`config.mk`:
```
export PLATFORM = sky130hd
export DESIGN_NAME = asm_seq
export DESIGN_NICKNAME = d
export VERILOG_FILES = /design/src/core/asm_pkg.sv /design/src/core/asm_interval_counter.sv /design/src/core/asm_seq.sv
export SDC_FILE = /design/constraint.sdc
export NUM_CORES = 1
export LEC_CHECK = 0
export BUFFER_PORTS_ARGS = -buffer_cell sky130_fd_sc_hd__buf_2
export CORE_UTILIZATION = 60
export DETAILED_ROUTE_END_ITERATION = 12
export PLACE_DENSITY = 0.89
export SLEW_MARGIN = 25
export SYNTH_ARGS = -nofsm -noshare
export SYNTH_HDL_FRONTEND = slang
export SYNTH_HIERARCHICAL = 1
export SYNTH_SLANG_ARGS = --single-unit
```
`constraint.sdc`:
```
create_clock -name pclk -period 7 [get_ports pclk]
set_clock_uncertainty 0.05 [all_clocks]
set_input_delay 1.05 -clock pclk [delete_from_list [all_inputs] [get_ports pclk]]
set_output_delay 1.05 -clock pclk [all_outputs]
set_load 0.02 [all_outputs]
```
`src/core/asm_pkg.sv`:
```
// constants, types and register map of the static memory bus sequencer
package asm_pkg;

  // ***********************************************************
  // clocking
  // ***********************************************************
  localparam real REF_OSC_MHZ       = 19.2;
  localparam real REF_OSC_PERIOD_NS = 52.083;
  localparam real BUS_CLK_FAST_MHZ  = 73.3824;
  localparam real BUS_CLK_SLOW_MHZ  = 48.9216;
  localparam real BUS_CLK_FAST_NS   = 13.63;
  localparam real PCLK_MHZ          = 100.0;

  // ***********************************************************
  // sizes
  // ***********************************************************
  localparam int CS_COUNT  = 4;
  localparam int CS_W      = 2;
  localparam int ADDR_W    = 24;
  localparam int DQ_W      = 16;
  localparam int CNT_W     = 6;
  localparam int WORDS     = 8;
  localparam int FIELD_W   = 4;

  // ***********************************************************
  // register offsets and fields
  // ***********************************************************
  localparam logic [7:0] OFS_CFG0   = 8'h00;
  localparam logic [7:0] OFS_CTRL   = 8'h10;
  localparam logic [7:0] OFS_ADDR   = 8'h14;
  localparam logic [7:0] OFS_WDATA  = 8'h18;
  localparam logic [7:0] OFS_STATUS = 8'h1C;
  localparam logic [7:0] OFS_RDATA0 = 8'h20;
  localparam logic [7:0] OFS_RDATAN = 8'h2C;

  localparam int RDWAIT_LSB = 0;
  localparam int WRWAIT_LSB = 4;
  localparam int DRD_LSB    = 8;
  localparam int DWR_LSB    = 12;
  localparam int HOLD_LSB   = 16;
  localparam int RECOV_LSB  = 20;
  localparam logic [31:0] CFG_RESET = 32'h0011_1100;

  localparam int CTRL_START_BIT = 0;
  localparam int CTRL_OP_LSB    = 1;
  localparam int CTRL_CS_LSB    = 4;
  localparam int STAT_BUSY_BIT  = 0;
  localparam int STAT_DONE_BIT  = 1;

  // extra cycles of the first page word and of the split write gap
  localparam logic [CNT_W-1:0] PAGE_FIRST_EXTRA = 6'h02;
  localparam logic [CNT_W-1:0] GAP_EXTRA        = 6'h01;
  localparam logic [2:0]       PAGE4_LAST       = 3'h3;
  localparam logic [2:0]       PAGE8_LAST       = 3'h7;

  // ***********************************************************
  // types
  // ***********************************************************
  typedef enum logic [2:0] {
    OP_READ = 3'h0, OP_WRITE = 3'h1, OP_SPLIT_RD = 3'h2,
    OP_SPLIT_WR = 3'h3, OP_PAGE4 = 3'h4, OP_PAGE8 = 3'h5
  } asm_op_type;

  typedef enum logic [5:0] {
    ST_IDLE = 6'b000001, ST_RECOV = 6'b000010, ST_SETUP = 6'b000100,
    ST_STROBE = 6'b001000, ST_GAP = 6'b010000, ST_HOLD = 6'b100000
  } asm_state_type;

  typedef struct packed {
    logic [CS_W-1:0]   cs;
    asm_op_type        op;
    logic [ADDR_W-1:0] addr;
  } asm_req_type;

  typedef struct packed {
    logic [CS_COUNT-1:0] cs_n;
    logic [ADDR_W-1:0]   addr;
    logic                oe_n;
    logic                we_n;
    logic [DQ_W-1:0]     dq_out;
    logic                dq_oe;
  } asm_pins_type;

endpackage : asm_pkg

```
`src/core/asm_interval_counter.sv`:
```
// loadable down-counter that times the recovery, strobe, gap and hold intervals (setup is one fixed cycle)
`timescale 1ns/1ns
`default_nettype none
module asm_interval_counter #(
  parameter int W = 6
) (
  input  wire logic         pclk,
  input  wire logic         presetn,
  input  wire logic         load,
  input  wire logic [W-1:0] load_val,
  output logic              zero
);

  logic [W-1:0] cnt_reg;

  // one step per pclk cycle, edge to edge
  always_ff @(posedge pclk or negedge presetn) begin
    if (!presetn) begin
      cnt_reg <= '0;
    end else if (load) begin
      cnt_reg <= load_val;
    end else if (cnt_reg != '0) begin
      cnt_reg <= cnt_reg - W'(1);
    end
  end

  assign zero = (cnt_reg == '0);

endmodule : asm_interval_counter
`default_nettype wire

```
`src/core/asm_seq.sv`:
```
// apb-controlled bus-cycle sequencer for asynchronous 16-bit memories
`timescale 1ns/1ns
`default_nettype none
module asm_seq (
  input  wire logic                      pclk,
  input  wire logic                      presetn,
  input  wire logic                      psel,
  input  wire logic                      penable,
  input  wire logic                      pwrite,
  input  wire logic [7:0]                paddr,
  input  wire logic [31:0]               pwdata,
  output logic      [31:0]               prdata,
  output logic                           pready,
  output logic                           pslverr,
  output asm_pkg::asm_pins_type          mem_pins,
  input  wire logic [asm_pkg::DQ_W-1:0]  mem_dq_in
);

  // ***********************************************************
  // functions
  // ***********************************************************
  function automatic logic [asm_pkg::CNT_W-1:0] fld(
    input logic [31:0] cfg, input int lsb);
    fld = {2'b00, cfg[lsb +: asm_pkg::FIELD_W]};
  endfunction : fld

  // counter preload for n cycles, never below one cycle
  function automatic logic [asm_pkg::CNT_W-1:0] cnt_load(
    input logic [asm_pkg::CNT_W-1:0] n);
    cnt_load = (n == '0) ? '0 : n - 6'h01;
  endfunction : cnt_load

  function automatic logic [asm_pkg::CNT_W-1:0] cyc(
    input logic [asm_pkg::CNT_W-1:0] n);
    cyc = (n == '0) ? 6'h01 : n;
  endfunction : cyc

  function automatic logic is_wr(input asm_pkg::asm_op_type op);
    is_wr = (op == asm_pkg::OP_WRITE) || (op == asm_pkg::OP_SPLIT_WR);
  endfunction : is_wr

  function automatic logic addr_ok(input logic [7:0] a);
    addr_ok = (a[1:0] == 2'b00) &&
              ((a < asm_pkg::OFS_CTRL + 8'h00) ||
               ((a >= asm_pkg::OFS_CTRL) && (a <= asm_pkg::OFS_RDATAN)));
  endfunction : addr_ok

  // ***********************************************************
  // registers
  // ***********************************************************
  logic [31:0]               cfg_reg [asm_pkg::CS_COUNT];
  logic [asm_pkg::DQ_W-1:0]  word_reg [asm_pkg::WORDS];
  logic [asm_pkg::ADDR_W-1:0] addr_sw_reg;
  logic [31:0]               wdata_reg;
  logic                      done_reg;
  logic [31:0]               prdata_reg;
  asm_pkg::asm_req_type      req_reg;
  asm_pkg::asm_req_type      req_next;
  asm_pkg::asm_state_type    state_reg;
  asm_pkg::asm_state_type    state_next;
  logic [2:0]                idx_reg;
  logic [2:0]                idx_next;
  logic [asm_pkg::CS_W-1:0]  last_cs_reg;
  logic                      last_rd_reg;
  logic                      last_valid_reg;
  asm_pkg::asm_pins_type     pins_reg;

  logic                      apb_wr;
  logic                      busy;
  logic                      start_ok;
  asm_pkg::asm_req_type      new_req;
  logic                      need_rec;
  logic [asm_pkg::CNT_W-1:0] rec_len;
  logic [31:0]               cur_cfg;
  logic                      wr_op;
  logic                      split_op;
  logic                      page_op;
  logic [2:0]                last_idx;
  logic [asm_pkg::CNT_W-1:0] wait_f;
  logic [asm_pkg::CNT_W-1:0] strb_len;
  logic [asm_pkg::CNT_W-1:0] hold_len;
  logic                      ld;
  logic [asm_pkg::CNT_W-1:0] ld_val;
  logic                      cnt_zero;
  logic                      adv;
  logic                      cap;
  logic                      fin;
  logic                      cs_on_next;

  // ***********************************************************
  // apb slave
  // ***********************************************************
  assign apb_wr  = psel && penable && pwrite;
  assign pready  = 1'b1;
  assign pslverr = psel && penable && !addr_ok(paddr);
  assign prdata  = prdata_reg;
  assign busy    = (state_reg != asm_pkg::ST_IDLE);
  assign start_ok = apb_wr && (paddr == asm_pkg::OFS_CTRL) &&
                    pwdata[asm_pkg::CTRL_START_BIT] && !busy;

  always_ff @(posedge pclk or negedge presetn) begin
    if (!presetn) begin
      for (int i = 0; i < asm_pkg::CS_COUNT; i++) begin
        cfg_reg[i] <= asm_pkg::CFG_RESET;
      end
      addr_sw_reg <= '0;
      wdata_reg   <= '0;
    end else if (apb_wr && addr_ok(paddr)) begin
      if (paddr < asm_pkg::OFS_CTRL) begin
        cfg_reg[paddr[3:2]] <= pwdata;
      end
      if (paddr == asm_pkg::OFS_ADDR) begin
        addr_sw_reg <= pwdata[asm_pkg::ADDR_W-1:0];
      end
      if (paddr == asm_pkg::OFS_WDATA) begin
        wdata_reg <= pwdata;
      end
    end
  end

  // read data captured in the setup phase, stable through access
  always_ff @(posedge pclk or negedge presetn) begin
    if (!presetn) begin
      prdata_reg <= '0;
    end else if (psel && !penable && !pwrite) begin
      prdata_reg <= '0;
      // unmapped or unaligned reads return zero
      if (!addr_ok(paddr)) begin
        prdata_reg <= '0;
      end else if (paddr < asm_pkg::OFS_CTRL) begin
        prdata_reg <= cfg_reg[paddr[3:2]];
      end else if (paddr == asm_pkg::OFS_CTRL) begin
        prdata_reg <= {26'h0, req_reg.cs, req_reg.op, 1'b0};
      end else if (paddr == asm_pkg::OFS_ADDR) begin
        prdata_reg <= {8'h00, addr_sw_reg};
      end else if (paddr == asm_pkg::OFS_WDATA) begin
        prdata_reg <= wdata_reg;
      end else if (paddr == asm_pkg::OFS_STATUS) begin
        prdata_reg <= {30'h0, done_reg, busy};
      end else begin
        prdata_reg <= {word_reg[{paddr[3:2], 1'b1}],
                       word_reg[{paddr[3:2], 1'b0}]};
      end
    end
  end

  // done is sticky; a finishing transfer beats a software clear
  always_ff @(posedge pclk or negedge presetn) begin
    if (!presetn) begin
      done_reg <= 1'b0;
    end else if (fin) begin
      done_reg <= 1'b1;
    end else if (apb_wr && (paddr == asm_pkg::OFS_STATUS) &&
                 pwdata[asm_pkg::STAT_DONE_BIT]) begin
      done_reg <= 1'b0;
    end
  end

  // ***********************************************************
  // timing decode
  // ***********************************************************
  assign new_req.cs   = pwdata[asm_pkg::CTRL_CS_LSB +: asm_pkg::CS_W];
  assign new_req.op   =
    asm_pkg::asm_op_type'(pwdata[asm_pkg::CTRL_OP_LSB +: 3]);
  assign new_req.addr = addr_sw_reg;

  assign cur_cfg  = cfg_reg[req_reg.cs];
  assign wr_op    = is_wr(req_reg.op);
  assign split_op = (req_reg.op == asm_pkg::OP_SPLIT_RD) ||
                    (req_reg.op == asm_pkg::OP_SPLIT_WR);
  assign page_op  = (req_reg.op == asm_pkg::OP_PAGE4) ||
                    (req_reg.op == asm_pkg::OP_PAGE8);
  assign last_idx = (req_reg.op == asm_pkg::OP_PAGE8) ?
                    asm_pkg::PAGE8_LAST : asm_pkg::PAGE4_LAST;
  assign wait_f   = wr_op ? fld(cur_cfg, asm_pkg::WRWAIT_LSB)
                          : fld(cur_cfg, asm_pkg::RDWAIT_LSB);
  // 1+w+d with d = field-1 collapses to w+field
  assign strb_len = wait_f + (wr_op ? fld(cur_cfg, asm_pkg::DWR_LSB)
                                    : fld(cur_cfg, asm_pkg::DRD_LSB));
  assign hold_len = fld(cur_cfg, asm_pkg::HOLD_LSB); // h, the hold field itself
  assign rec_len  = fld(cfg_reg[last_cs_reg], asm_pkg::RECOV_LSB);
  // first access after reset needs no recovery
  assign need_rec = last_valid_reg &&
                    ((last_cs_reg != new_req.cs) ||
                     (last_rd_reg && is_wr(new_req.op)));

  asm_interval_counter #(
    .W        (asm_pkg::CNT_W)
  ) u_timer (
    .pclk     (pclk),
    .presetn  (presetn),
    .load     (ld),
    .load_val (ld_val),
    .zero     (cnt_zero)
  );

  // ***********************************************************
  // sequencer
  // ***********************************************************
  always_comb begin
    state_next = state_reg;
    ld         = 1'b0;
    ld_val     = '0;
    adv        = 1'b0;
    cap        = 1'b0;
    fin        = 1'b0;
    unique case (state_reg)
      asm_pkg::ST_IDLE: begin
        if (start_ok) begin
          if (need_rec && (rec_len != '0)) begin
            state_next = asm_pkg::ST_RECOV;
            ld         = 1'b1;
            ld_val     = cnt_load(rec_len);
          end else begin
            state_next = asm_pkg::ST_SETUP;
          end
        end
      end
      asm_pkg::ST_RECOV: begin
        if (cnt_zero) begin
          state_next = asm_pkg::ST_SETUP;
        end
      end
      asm_pkg::ST_SETUP: begin
        state_next = asm_pkg::ST_STROBE;
        ld         = 1'b1;
        ld_val     = (page_op && (idx_reg == 3'h0)) ?
                     cnt_load(strb_len + asm_pkg::PAGE_FIRST_EXTRA) :
                     cnt_load(strb_len);
      end
      asm_pkg::ST_STROBE: begin
        if (cnt_zero && wr_op) begin
          ld = 1'b1;
          if (split_op && (idx_reg == 3'h0)) begin
            state_next = asm_pkg::ST_GAP;
            ld_val     = cnt_load(hold_len + asm_pkg::GAP_EXTRA);
            adv        = 1'b1;
          end else begin
            state_next = asm_pkg::ST_HOLD;
            ld_val     = cnt_load(hold_len);
          end
        end else if (cnt_zero) begin
          cap = 1'b1;
          if (split_op && (idx_reg == 3'h0)) begin
            state_next = asm_pkg::ST_SETUP;
            adv        = 1'b1;
          end else if (page_op && (idx_reg != last_idx)) begin
            ld     = 1'b1;
            ld_val = cnt_load(wait_f + 6'h01);
            adv    = 1'b1;
          end else begin
            state_next = asm_pkg::ST_IDLE;
            fin        = 1'b1;
          end
        end
      end
      asm_pkg::ST_GAP: begin
        if (cnt_zero) begin
          state_next = asm_pkg::ST_STROBE;
          ld         = 1'b1;
          ld_val     = cnt_load(strb_len);
        end
      end
      asm_pkg::ST_HOLD: begin
        if (cnt_zero) begin
          state_next = asm_pkg::ST_IDLE;
          fin        = 1'b1;
        end
      end
    endcase
  end

  always_comb begin
    req_next = start_ok ? new_req : req_reg;
    idx_next = start_ok ? 3'h0 : idx_reg;
    if (adv) begin
      req_next.addr = req_reg.addr + asm_pkg::ADDR_W'(1);
      idx_next      = idx_reg + 3'h1;
    end
  end

  always_ff @(posedge pclk or negedge presetn) begin
    if (!presetn) begin
      state_reg <= asm_pkg::ST_IDLE;
      req_reg   <= '0;
      idx_reg   <= '0;
    end else begin
      state_reg <= state_next;
      req_reg   <= req_next;
      idx_reg   <= idx_next;
    end
  end

  always_ff @(posedge pclk or negedge presetn) begin
    if (!presetn) begin
      last_cs_reg    <= '0;
      last_rd_reg    <= 1'b0;
      last_valid_reg <= 1'b0;
    end else if (fin) begin
      last_cs_reg    <= req_reg.cs;
      last_rd_reg    <= !wr_op;
      last_valid_reg <= 1'b1;
    end
  end

  // data sampled on the edge that ends each word's strobe interval; oe_n stays low between page words
  always_ff @(posedge pclk or negedge presetn) begin
    if (!presetn) begin
      for (int i = 0; i < asm_pkg::WORDS; i++) begin
        word_reg[i] <= '0;
      end
    end else if (cap) begin
      word_reg[idx_reg] <= mem_dq_in;
    end
  end

  // ***********************************************************
  // pins, registered from the next state
  // ***********************************************************
  assign cs_on_next = (state_next == asm_pkg::ST_SETUP) ||
                      (state_next == asm_pkg::ST_STROBE) ||
                      (state_next == asm_pkg::ST_GAP) ||
                      (state_next == asm_pkg::ST_HOLD);

  always_ff @(posedge pclk or negedge presetn) begin
    if (!presetn) begin
      pins_reg.cs_n   <= '1;
      pins_reg.addr   <= '0;
      pins_reg.oe_n   <= 1'b1;
      pins_reg.we_n   <= 1'b1;
      pins_reg.dq_out <= '0;
      pins_reg.dq_oe  <= 1'b0;
    end else begin
      pins_reg.cs_n <= cs_on_next ?
        ~(asm_pkg::CS_COUNT'(1) << req_next.cs) : '1;
      pins_reg.addr <= req_next.addr;
      pins_reg.oe_n <= !((state_next == asm_pkg::ST_STROBE) &&
                         !is_wr(req_next.op));
      pins_reg.we_n <= !((state_next == asm_pkg::ST_STROBE) &&
                         is_wr(req_next.op));
      pins_reg.dq_out <= idx_next[0] ? wdata_reg[31:16]
                                     : wdata_reg[15:0];
      // driven from the strobe start, released after hold
      pins_reg.dq_oe <= is_wr(req_next.op) && cs_on_next &&
                        (state_next != asm_pkg::ST_SETUP);
    end
  end

  assign mem_pins = pins_reg;

  // ***********************************************************
  // checks
  // ***********************************************************
  logic                      cs_on;
  logic [asm_pkg::CNT_W-1:0] cs_len;
  logic [asm_pkg::CNT_W-1:0] we_len;
  assign cs_on = ~&pins_reg.cs_n;

  always_ff @(posedge pclk or negedge presetn) begin
    if (!presetn) begin
      cs_len <= '0;
      we_len <= '0;
    end else begin
      cs_len <= cs_on ? cs_len + 6'h01 : '0;
      we_len <= !pins_reg.we_n ? we_len + 6'h01 : '0;
    end
  end

  a_strobe_excl: assert property (@(posedge pclk) disable iff (!presetn)
    !(!pins_reg.oe_n && !pins_reg.we_n))
    else $error("read and write strobes both active");
  a_bus_release: assert property (@(posedge pclk) disable iff (!presetn)
    pins_reg.dq_oe |-> wr_op && cs_on)
    else $error("data bus driven outside a write");
  a_we_after_cs: assert property (@(posedge pclk) disable iff (!presetn)
    $rose(cs_on) && wr_op |-> pins_reg.we_n ##1 !pins_reg.we_n)
    else $error("write strobe not one cycle after select");
  a_oe_after_cs: assert property (@(posedge pclk) disable iff (!presetn)
    $rose(cs_on) && !wr_op |-> pins_reg.oe_n ##1 !pins_reg.oe_n)
    else $error("read strobe not one cycle after select");
  a_rd_end_join: assert property (@(posedge pclk) disable iff (!presetn)
    $fell(cs_on) && !wr_op |-> $rose(pins_reg.oe_n))
    else $error("read strobe and select did not end together");
  a_wr_strobe_len: assert property (@(posedge pclk) disable iff (!presetn)
    $rose(pins_reg.we_n) |-> we_len == cyc(strb_len))
    else $error("write strobe length wrong");
  a_wr_data_setup: assert property (@(posedge pclk) disable iff (!presetn)
    !pins_reg.we_n |-> pins_reg.dq_oe)
    else $error("write strobe without data driven");
  a_wr_cs_len: assert property (@(posedge pclk) disable iff (!presetn)
    $fell(cs_on) && (req_reg.op == asm_pkg::OP_WRITE) |->
      cs_len == 6'h01 + cyc(strb_len) + cyc(hold_len))
    else $error("write select length wrong");
  a_rd_cs_len: assert property (@(posedge pclk) disable iff (!presetn)
    $fell(cs_on) && (req_reg.op == asm_pkg::OP_READ) |->
      cs_len == 6'h01 + cyc(strb_len))
    else $error("read select length wrong");
  a_page_held: assert property (@(posedge pclk) disable iff (!presetn)
    page_op && (state_reg == asm_pkg::ST_STROBE) |->
      cs_on && !pins_reg.oe_n)
    else $error("page read dropped select or strobe");

endmodule : asm_seq
`default_nettype wire

```
Word-level counts from Yosys, hierarchy flattened
Cells that the tools add are included.

Logic and storage cells: 238. Output and inout bits: 81. Bits in registers: 416.

Add/sub/neg operators: 13. Muxes and demuxes: 87. Equal/unequal tests: 27. $lt $le $gt $ge: 11. Shift operators: 1. Bitwise logic cells: 7. Reductions and logical operators: 61.

Operator list (count): 2-to-1 mux 32 bit (9); bitwise mux 128 bit (2); binary-select mux 32 bit (select 2 bit) (3); 2-to-1 mux 6 bit (26); binary-select mux 16 bit (select 3 bit) (2); 2-to-1 mux 16 bit (6); 2-to-1 mux 24 bit (3); demux 32 bit (select 2 bit) (1); demux 16 bit (select 3 bit) (1); zero test 6 bit (7); 2-to-1 mux 20 bit (2); case mux 6 bit (6 select lines) (1); equality test 8 x 5 -> 1 bit, second input constant (4); 2-to-1 mux 29 bit (1); logical AND 1 bit (26); adder 24 x 1 -> 24 bit, second input constant (1); case mux 6 bit (4 select lines) (1); 2-to-1 mux 1 bit (20); subtractor 5 x 1 -> 6 bit, second input constant (3); equality test 3 x 2 -> 1 bit, second input constant (4); equality test 6 x 3 -> 1 bit, second input constant (2); equality test 6 x 4 -> 1 bit, second input constant (2); equality test 6 x 5 -> 1 bit, second input constant (2); equality test 6 bit, second input constant (2); other kinds (36) (76).

Depth between registers and ports, before layout
Gate-level depths: netlist (run 1).

Depth in word-level cells: 15. Mapped depth: 17. Gate-level depth less buffers: 14.

Hierarchy
The synthesis (run 1) kept the hierarchy.

Modules (own cells, without submodules): asm_seq (seq. area each 10288.6 um^2, area an instance 20184.4 um^2, cells an instance 1554, times used 1); asm_interval_counter (seq. area each 150.1 um^2, area an instance 400.4 um^2, cells an instance 40, times used 1).

Worst setup path before layout (run 1)
Ideal clock, no wire load.

Path type: reg2reg. Start: reg req_reg[27] (netlist bit). End: reg u_timer.cnt_reg[5]. Clock period less this slack: 4.180 ns. Library setup time: 0.137 ns. Data arrival time: 3.992 ns. Path slack: 2.820 ns. Data required time: 6.813 ns. Stages on the path, launching flop included: 18. Path buffers: 3. Cell sequence: dfrtp_1 clkbuf_1 buf_2 buf_2 mux4_2 nand2_1 nand2_1 ha_1 fa_1 xor2_1 ha_1 nand3b_1 a2111oi_0 nor2_1 nand4_1 o211ai_1 nand2_1 o41ai_2.

Cells in the longest elaborated chain, start to end: 14. Elaborated cells on any way between the ends: 34. Those cells by class: 9 x add/sub; 19 x mux; 1 x bitwise; 5 x reduce/logical.

RTL lines: start: declaration (RTL line asm_seq.sv:57) `asm_pkg::asm_req_type req_reg;`; start signal: assignment (RTL line asm_seq.sv:289) `req_reg <= req_next;`; NOT 2 -> 3 bit (not written as such) (*) (RTL line asm_seq.sv:167) `assign cur_cfg = cfg_reg[req_reg.cs];`; binary-select mux 32 bit (select 2 bit) (*) (RTL line asm_seq.sv:167); 2-to-1 mux 20 bit (not written as such) (*) (2 in series) (RTL line asm_seq.sv:167); parallel branches: the longest is 8 deep, another holds adder 5 x 2 -> 6 bit; case mux 6 bit (4 select lines) (*) (RTL line asm_seq.sv:207) `unique case (state_reg)`; net ld_val (one bit) (RTL line asm_seq.sv:83) `logic [asm_pkg::CNT_W-1:0] ld_val;`; 2-to-1 mux 6 bit (*) (RTL line asm_interval_counter.sv:20) `end else if (load) begin`; end signal: assignment (RTL line asm_interval_counter.sv:21) `cnt_reg <= load_val;`; end signal: assignment (RTL line asm_interval_counter.sv:23) `cnt_reg <= cnt_reg - W'(1);`; end: declaration (RTL line asm_interval_counter.sv:14) `logic [W-1:0] cnt_reg;`.

Mark *: on every way through the listed nets, which the timed path passes. The select of a mux whose other input is x is not followed. A chain may end at the register's enable or synchronous reset.

Final worst setup path (run 1)
Ends and elaborated chain as after synthesis.

==> reports/summary.txt, run 1 <==
Initial Util: 0.612
largest net degree at the start of global routing: 171
Largest stage delay, worst path: 0.92 ns
CTS Hold Bufs: 0
combinational power share: 0.048
routed vias/inst: 6.98
DRC: 0
Crit Path Max Fanout: 13
Synth Flop Type: dfrtp_1
commonest non-fill, non-tap cells in the layout: dfrtp_1, mux2_2, buf_2
NetSw: 1.16 mW
CTS tree: built
H-tree levels: 2
CP most frequent cell: nand2_1
VDD IR-drop max: 187 uV
flops & latches, synth: 416
Slew @ Worst Pin: 1.10 ns
worst rel slew slack: 0.265
cells after synthesis: 1594
Die X: 187 um
Final Max Tran Viols: 0
first-pass GRT wire length: 92.6 mm
crit path launch: req_reg[27]$_DFF_PN0_
Fillers: 2104
remaining antenna violation count: 0
Post-Syn Area: 20600 sq um
met3 usage: 0.0842
commonest non-fill, non-tap cell in the layout: dfrtp_1
Layout Nets: 1759
num rows: 67
CP endpoint kind: flip-flop
total CTS buffers: 42
Root Buffer: clkbuf_16
grt total ovfl: 0
status: finished clean
first-pass iteration count of the detailed router: 6
Avg Cell Area, Syn: 12.9 sq um
vias in the first global route: 15600
Tot GR Track Use: 0.346
WHS: 0.426 ns
DP Cell Count: 2083
later-pin clock latency in the skew report: 0.56 ns
final setup vio count: 0
IO Count: 142
Unique masters post-synth: 83
switching share of power: 0.228
DR vias: 15100
pre-CTS WS: 2.38 ns
EDFF count, synth: 0
layout cells sized above 1: 0.405
DRT iter0 DRCs: 1694
input/output buffers: 140
area of the core: 33600 sq um
Multi-input gate area: 9460 sq um
PD cells: 221 nW/um^2
# Post-CTS Setup Buffers: 0
final worst slack: 2.34 ns
routed wire length: 59.7 mm
LEAKAGE: 10.8 nW
worst r2r path cells: 15
WP data arrival: 5.01 ns
P&R area growth vs syn: 12.1%
Flop pwr share: 0.481
max_cap viols: 0
minimum clock period: 4.66 ns
critical path class: reg -> reg
crit start category: flip-flop
required time worst endpoint: 7.36 ns
DR WL/cell: 27.5 um
Post-Layout Cell Count: 2166
M2 GR Usage: 0.539
Yosys warnings: 6
Top Usage Layer GRT: met2
Fmax achieved: 0.215 GHz
Final Power: 5.10 mW
DP Wirelength: 38.7 mm
setup_tns: 0 ns
CP cell instances: buf_4 > mux4_2 > nand2_1 > nand2_1 > ha_1 > fa_1 > a21o_1 > a21oi_1 > nand3b_1 > a2111oi_0 > nor2_1 > nand4_1 > o211ai_1 > nand2_1 > o41ai_2
register area share after synthesis: 0.507
Pint: 3.93 mW
initial antenna violation count: 8
Clk pwr share: 0.472
clk slew on worst S/H paths: 0.06 ns
WHS Path Cells: 2
Worst path slowest cell: dfrtp_1
Final Cycle Share: 0.665
RSZ-0062 raised after global routing: no
clk sinks: 416
Fin. Hold Viols: 0
Post-synth ARST share: 1.00
HP Start: last_valid_reg$_DFFE_PN0P_
Syn Nets: 1674
CTS max path bufs: 3
Hold Path Class: reg -> reg
met1 usage: 0.452
full die area: 35100 sq um
CTS resizes: 0
GPL Wtd Cong: 0.994
Critical R2R Launch: req_reg[27]$_DFF_PN0_
die span in y: 187 um
Storage cell area: 10400 sq um
path summary, 6_finish.rpt:
check,to,slack (ns)
setup / recovery,u_timer/cnt_reg[5]$_DFFE_PN0P_,2.34
hold / removal,last_valid_reg$_DFFE_PN0P_,0.43
setup reg to reg,u_timer/cnt_reg[5]$_DFFE_PN0P_,2.34
hold reg to reg,last_valid_reg$_DFFE_PN0P_,0.43
max in group asynchronous,word_reg[91]$_DFFE_PN0P_,5.06
min in group asynchronous,state_reg[3]$_DFF_PN0_,0.46
worst max-delay path: cells and delay by family (launching register included):
kind                       cells  cell delay, ns
AOI/OAI and AO/OA              5            1.25
adders and majority gates      2            0.61
buffers and inverters          1            0.38
DFF                            1            0.92
muxes                          1            0.53
and+or+nand+nor                6            0.74
per-layer routing:
metal	share of wire	up-vias
li1	-	6061
met1	0.37	7685
met2	0.46	1078
met3	0.10	289
met4	0.060	6
met5	0.00067	-
cells by family (layout without fill, tap and decap cells):
| kind of cell | Yosys count | in the layout | synth area share |
|---|---|---|---|
| AO/OA/AOI/OAI | 219 | 219 | 0.0712 |
| XOR/XNOR | 18 | 18 | 0.00766 |
| adder cells (fa/ha/maj) | 19 | 19 | 0.0119 |
| buffers and inverters | 155 | 273 | 0.0356 |
| flip-flops | 416 | 416 | 0.507 |
| multiplexers | 430 | 430 | 0.283 |
| other | 1 | 7 | 0.000182 |
| AND/OR/NAND/NOR | 336 | 336 | 0.0831 |
synthesized netlist by cell type (all sizes together) (20+ instances only):
cell | number | share of area
nor3 | 36 | 0.0097
clkbuf | 59 | 0.011
inv | 27 | 0.0049
o21ai | 57 | 0.014
dfrtp | 393 | 0.48
a221oi | 20 | 0.0088
nand3 | 33 | 0.0083
nand2 | 118 | 0.022
nor2 | 69 | 0.013
mux2 | 331 | 0.18
mux4 | 89 | 0.097
dfstp | 23 | 0.029
a21oi | 57 | 0.014
buf | 68 | 0.020
per-stage QoR:
| step | area (sq um) | utilization |
|---|---|---|
| 6_report | 23100 | 0.686 |
| 5_1_grt | 23100 | 0.686 |
| 4_1_cts | 23100 | 0.686 |
| 3_5_place_dp | 21600 | 0.642 |
| 3_3_place_gp | 21500 | 0.639 |
| 2_1_floorplan | 20600 | - |
cell type report:
class / instances / share of cell area
Clock buffer: 62 / 0.0541
Multi-Input combinational cell: 1023 / 0.410
Clock inverter: 15 / 0.00976
Inverter: 28 / 0.00455
Timing Repair Buffer: 168 / 0.0445
Tap cell: 448 / 0.0243
Sequential cell: 416 / 0.452
Antenna cell: 6 / 0.000651
power by group through the flow:
| stage | clock (mW) | sequential [mW] | combinational [mW] |
|---|---|---|---|
| final | 2.40 | 2.45 | 0.243 |
| after global placement | 0 | 2.49 | 0.226 |
| after detailed placement | 0 | 2.49 | 0.235 |
| after global routing | 2.51 | 2.45 | 0.258 |
| after CTS | 2.40 | 2.45 | 0.239 |
| after floorplan | 0 | 2.49 | 0.0978 |
No activity file was read; power rests on OpenSTA's default activity.
==> run 2: changes to the inputs <==
==> constraint.sdc (replaced) <==
create_clock -name pclk -period 4.3 [get_ports pclk]
set_clock_uncertainty 0.05 [all_clocks]
set_input_delay 0.645 -clock pclk [delete_from_list [all_inputs] [get_ports pclk]]
set_output_delay 0.645 -clock pclk [all_outputs]
set_load 0.02 [all_outputs]
==> run 2 against run 1 <==
Wire length rose by 0.43%. Via count fell by 0.30%. Count of clock-buffer cells in the layout fell by 1. Non-clock buffer count rose by 25. Setup slack got worse by 2.0 ns. Critical path type unchanged. Critical endpoint is now u_timer/cnt_reg[1]$_DFFE_PN0P_. Largest power group unchanged.
==> reports/summary.txt, run 2 (synthesized netlist as in run 1, its figures left out) <==
Crit Path Max Fanout: 11
minimum clock period: 3.96 ns
status: finished clean
max_cap viols: 0
Storage cell area: 10400 sq um
worst rel slew slack: 0.293
final setup vio count: 0
Final Cycle Share: 0.920
clk slew on worst S/H paths: 0.07 ns
later-pin clock latency in the skew report: 0.57 ns
# Post-CTS Setup Buffers: 0
crit start category: flip-flop
remaining antenna violation count: 0
full die area: 35100 sq um
H-tree levels: 2
Fin. Hold Viols: 0
CTS max path bufs: 3
initial antenna violation count: 5
first-pass GRT wire length: 93.0 mm
setup_tns: 0 ns
NetSw: 1.94 mW
DR vias: 15100
grt total ovfl: 0
final instance area: 23300 sq um
num rows: 67
Initial Util: 0.612
layout cells sized above 1: 0.416
Pint: 6.43 mW
CTS tree: built
critical path class: reg -> reg
Clk pwr share: 0.475
first-pass iteration count of the detailed router: 5
DP Cell Count: 2106
DRC: 0
switching share of power: 0.231
Final Max Tran Viols: 0
required time worst endpoint: 4.66 ns
Hold Path Class: in -> reg
GPL Wtd Cong: 0.955
Flop pwr share: 0.477
WHS: 0.313 ns
commonest non-fill, non-tap cell in the layout: dfrtp_1
routed wire length: 59.9 mm
WP data arrival: 4.32 ns
largest net degree at the start of global routing: 126
DP Wirelength: 39.5 mm
PD cells: 360 nW/um^2
Fillers: 2101
RSZ-0062 raised after global routing: no
Slew @ Worst Pin: 1.06 ns
Multi-input gate area: 9470 sq um
area of the core: 33600 sq um
placed cell area: 21700 sq um
CP endpoint kind: flip-flop
VDD IR-drop max: 311 uV
routed vias/inst: 6.89
Root Buffer: clkbuf_16
P&R area growth vs syn: 13.0%
clk sinks: 416
commonest non-fill, non-tap cells in the layout: dfrtp_1, mux2_2, buf_2
Tot GR Track Use: 0.347
combinational power share: 0.048
Post-Layout Cell Count: 2189
DRT iter0 DRCs: 1370
Layout Nets: 1786
total CTS buffers: 44
reg-to-reg setup timing slack: 0.34 ns
DR WL/cell: 27.4 um
input/output buffers: 140
Die X: 187 um
Fmax achieved: 0.253 GHz
LEAKAGE: 10.9 nW
vias in the first global route: 15600
die span in y: 187 um
IO Count: 142
[run 2: cell count changes in the layout (fill, tap and decap cells not counted), moves of 2 or more]
cell,delta
buf_4,+27
diode_2,-5
clkinv_2,+3
buf_16,-2
buf_8,-2
clkbuf_8,-2
[run 2: power by group through the flow]
stage,logic [mW],registers (mW),clock network [mW]
floorplan,0.159,4.05,0
global placement,0.379,4.05,0
detailed placement,0.393,4.05,0
CTS,0.398,3.99,3.97
global route,0.436,3.99,4.13
finish,0.405,3.99,3.97
[run 2: final cells by class]
class / instances / share of cell area
Multi-Input combinational cell: 1023 / 0.407
Inverter: 28 / 0.00452
Timing Repair Buffer: 193 / 0.0505
Clock buffer: 61 / 0.0535
Sequential cell: 416 / 0.449
Antenna cell: 1 / 0.000108
Clock inverter: 19 / 0.0111
Tap cell: 448 / 0.0241
[run 2: per-stage QoR]
stage | setup slack (ns) | util | power [mW]
3_5_place_dp | 0.235 | 0.645 | 4.45
3_3_place_gp | 0.304 | 0.645 | 4.43
4_1_cts | 0.164 | 0.690 | 8.35
5_1_grt | 0.113 | 0.692 | 8.55
2_1_floorplan | 0.120 | - | 4.21
6_report | 0.345 | 0.692 | 8.37
[run 2: final timing paths]
path                                       startpoint                              to  depth (start not counted)
max                             req_reg[28]$_DFF_PN0_  u_timer/cnt_reg[1]$_DFFE_PN0P_                         14
min                                        pwdata[28]        cfg_reg[124]$_DFFE_PN0P_                          2
max reg2reg                     req_reg[28]$_DFF_PN0_  u_timer/cnt_reg[1]$_DFFE_PN0P_                         14
min reg2reg                last_valid_reg$_DFFE_PN0P_      last_valid_reg$_DFFE_PN0P_                          2
max in group asynchronous                     presetn       wdata_reg[24]$_DFFE_PN0P_                          4
min in group asynchronous                     presetn          state_reg[3]$_DFF_PN0_                          2
[run 2: critical path, stage by stage, from the launching register on]
cell and delay (ns):
dfrtp_1 0.63, buf_4 0.30, mux4_2 0.33, nand2_1 0.10, nand2_1 0.16, fa_1 0.48
xor2_2 0.29, ha_1 0.31, nand3b_1 0.19, a2111oi_1 0.40, nor2_1 0.19, mux2i_1 0.16
nand2_1 0.06, inv_1 0.08, a221oi_2 0.06
[run 2: routing by layer]
metal,global-route usage,wire length (um),part of all wire,vias up
met4,0.177,3440,0.057,8
met3,0.0895,6160,0.10,242
met2,0.550,28400,0.47,952
li1,-,-,-,6108
met5,0,55,0.00092,-
met1,0.444,21800,0.36,7764
[run 2: timing repair]
action / in CTS / in global routing
hold endpoints to repair: 0 / 32
setup endpoints to repair: 0 / 5
hold buffers: 0 / 1
resized for setup: 0 / 3
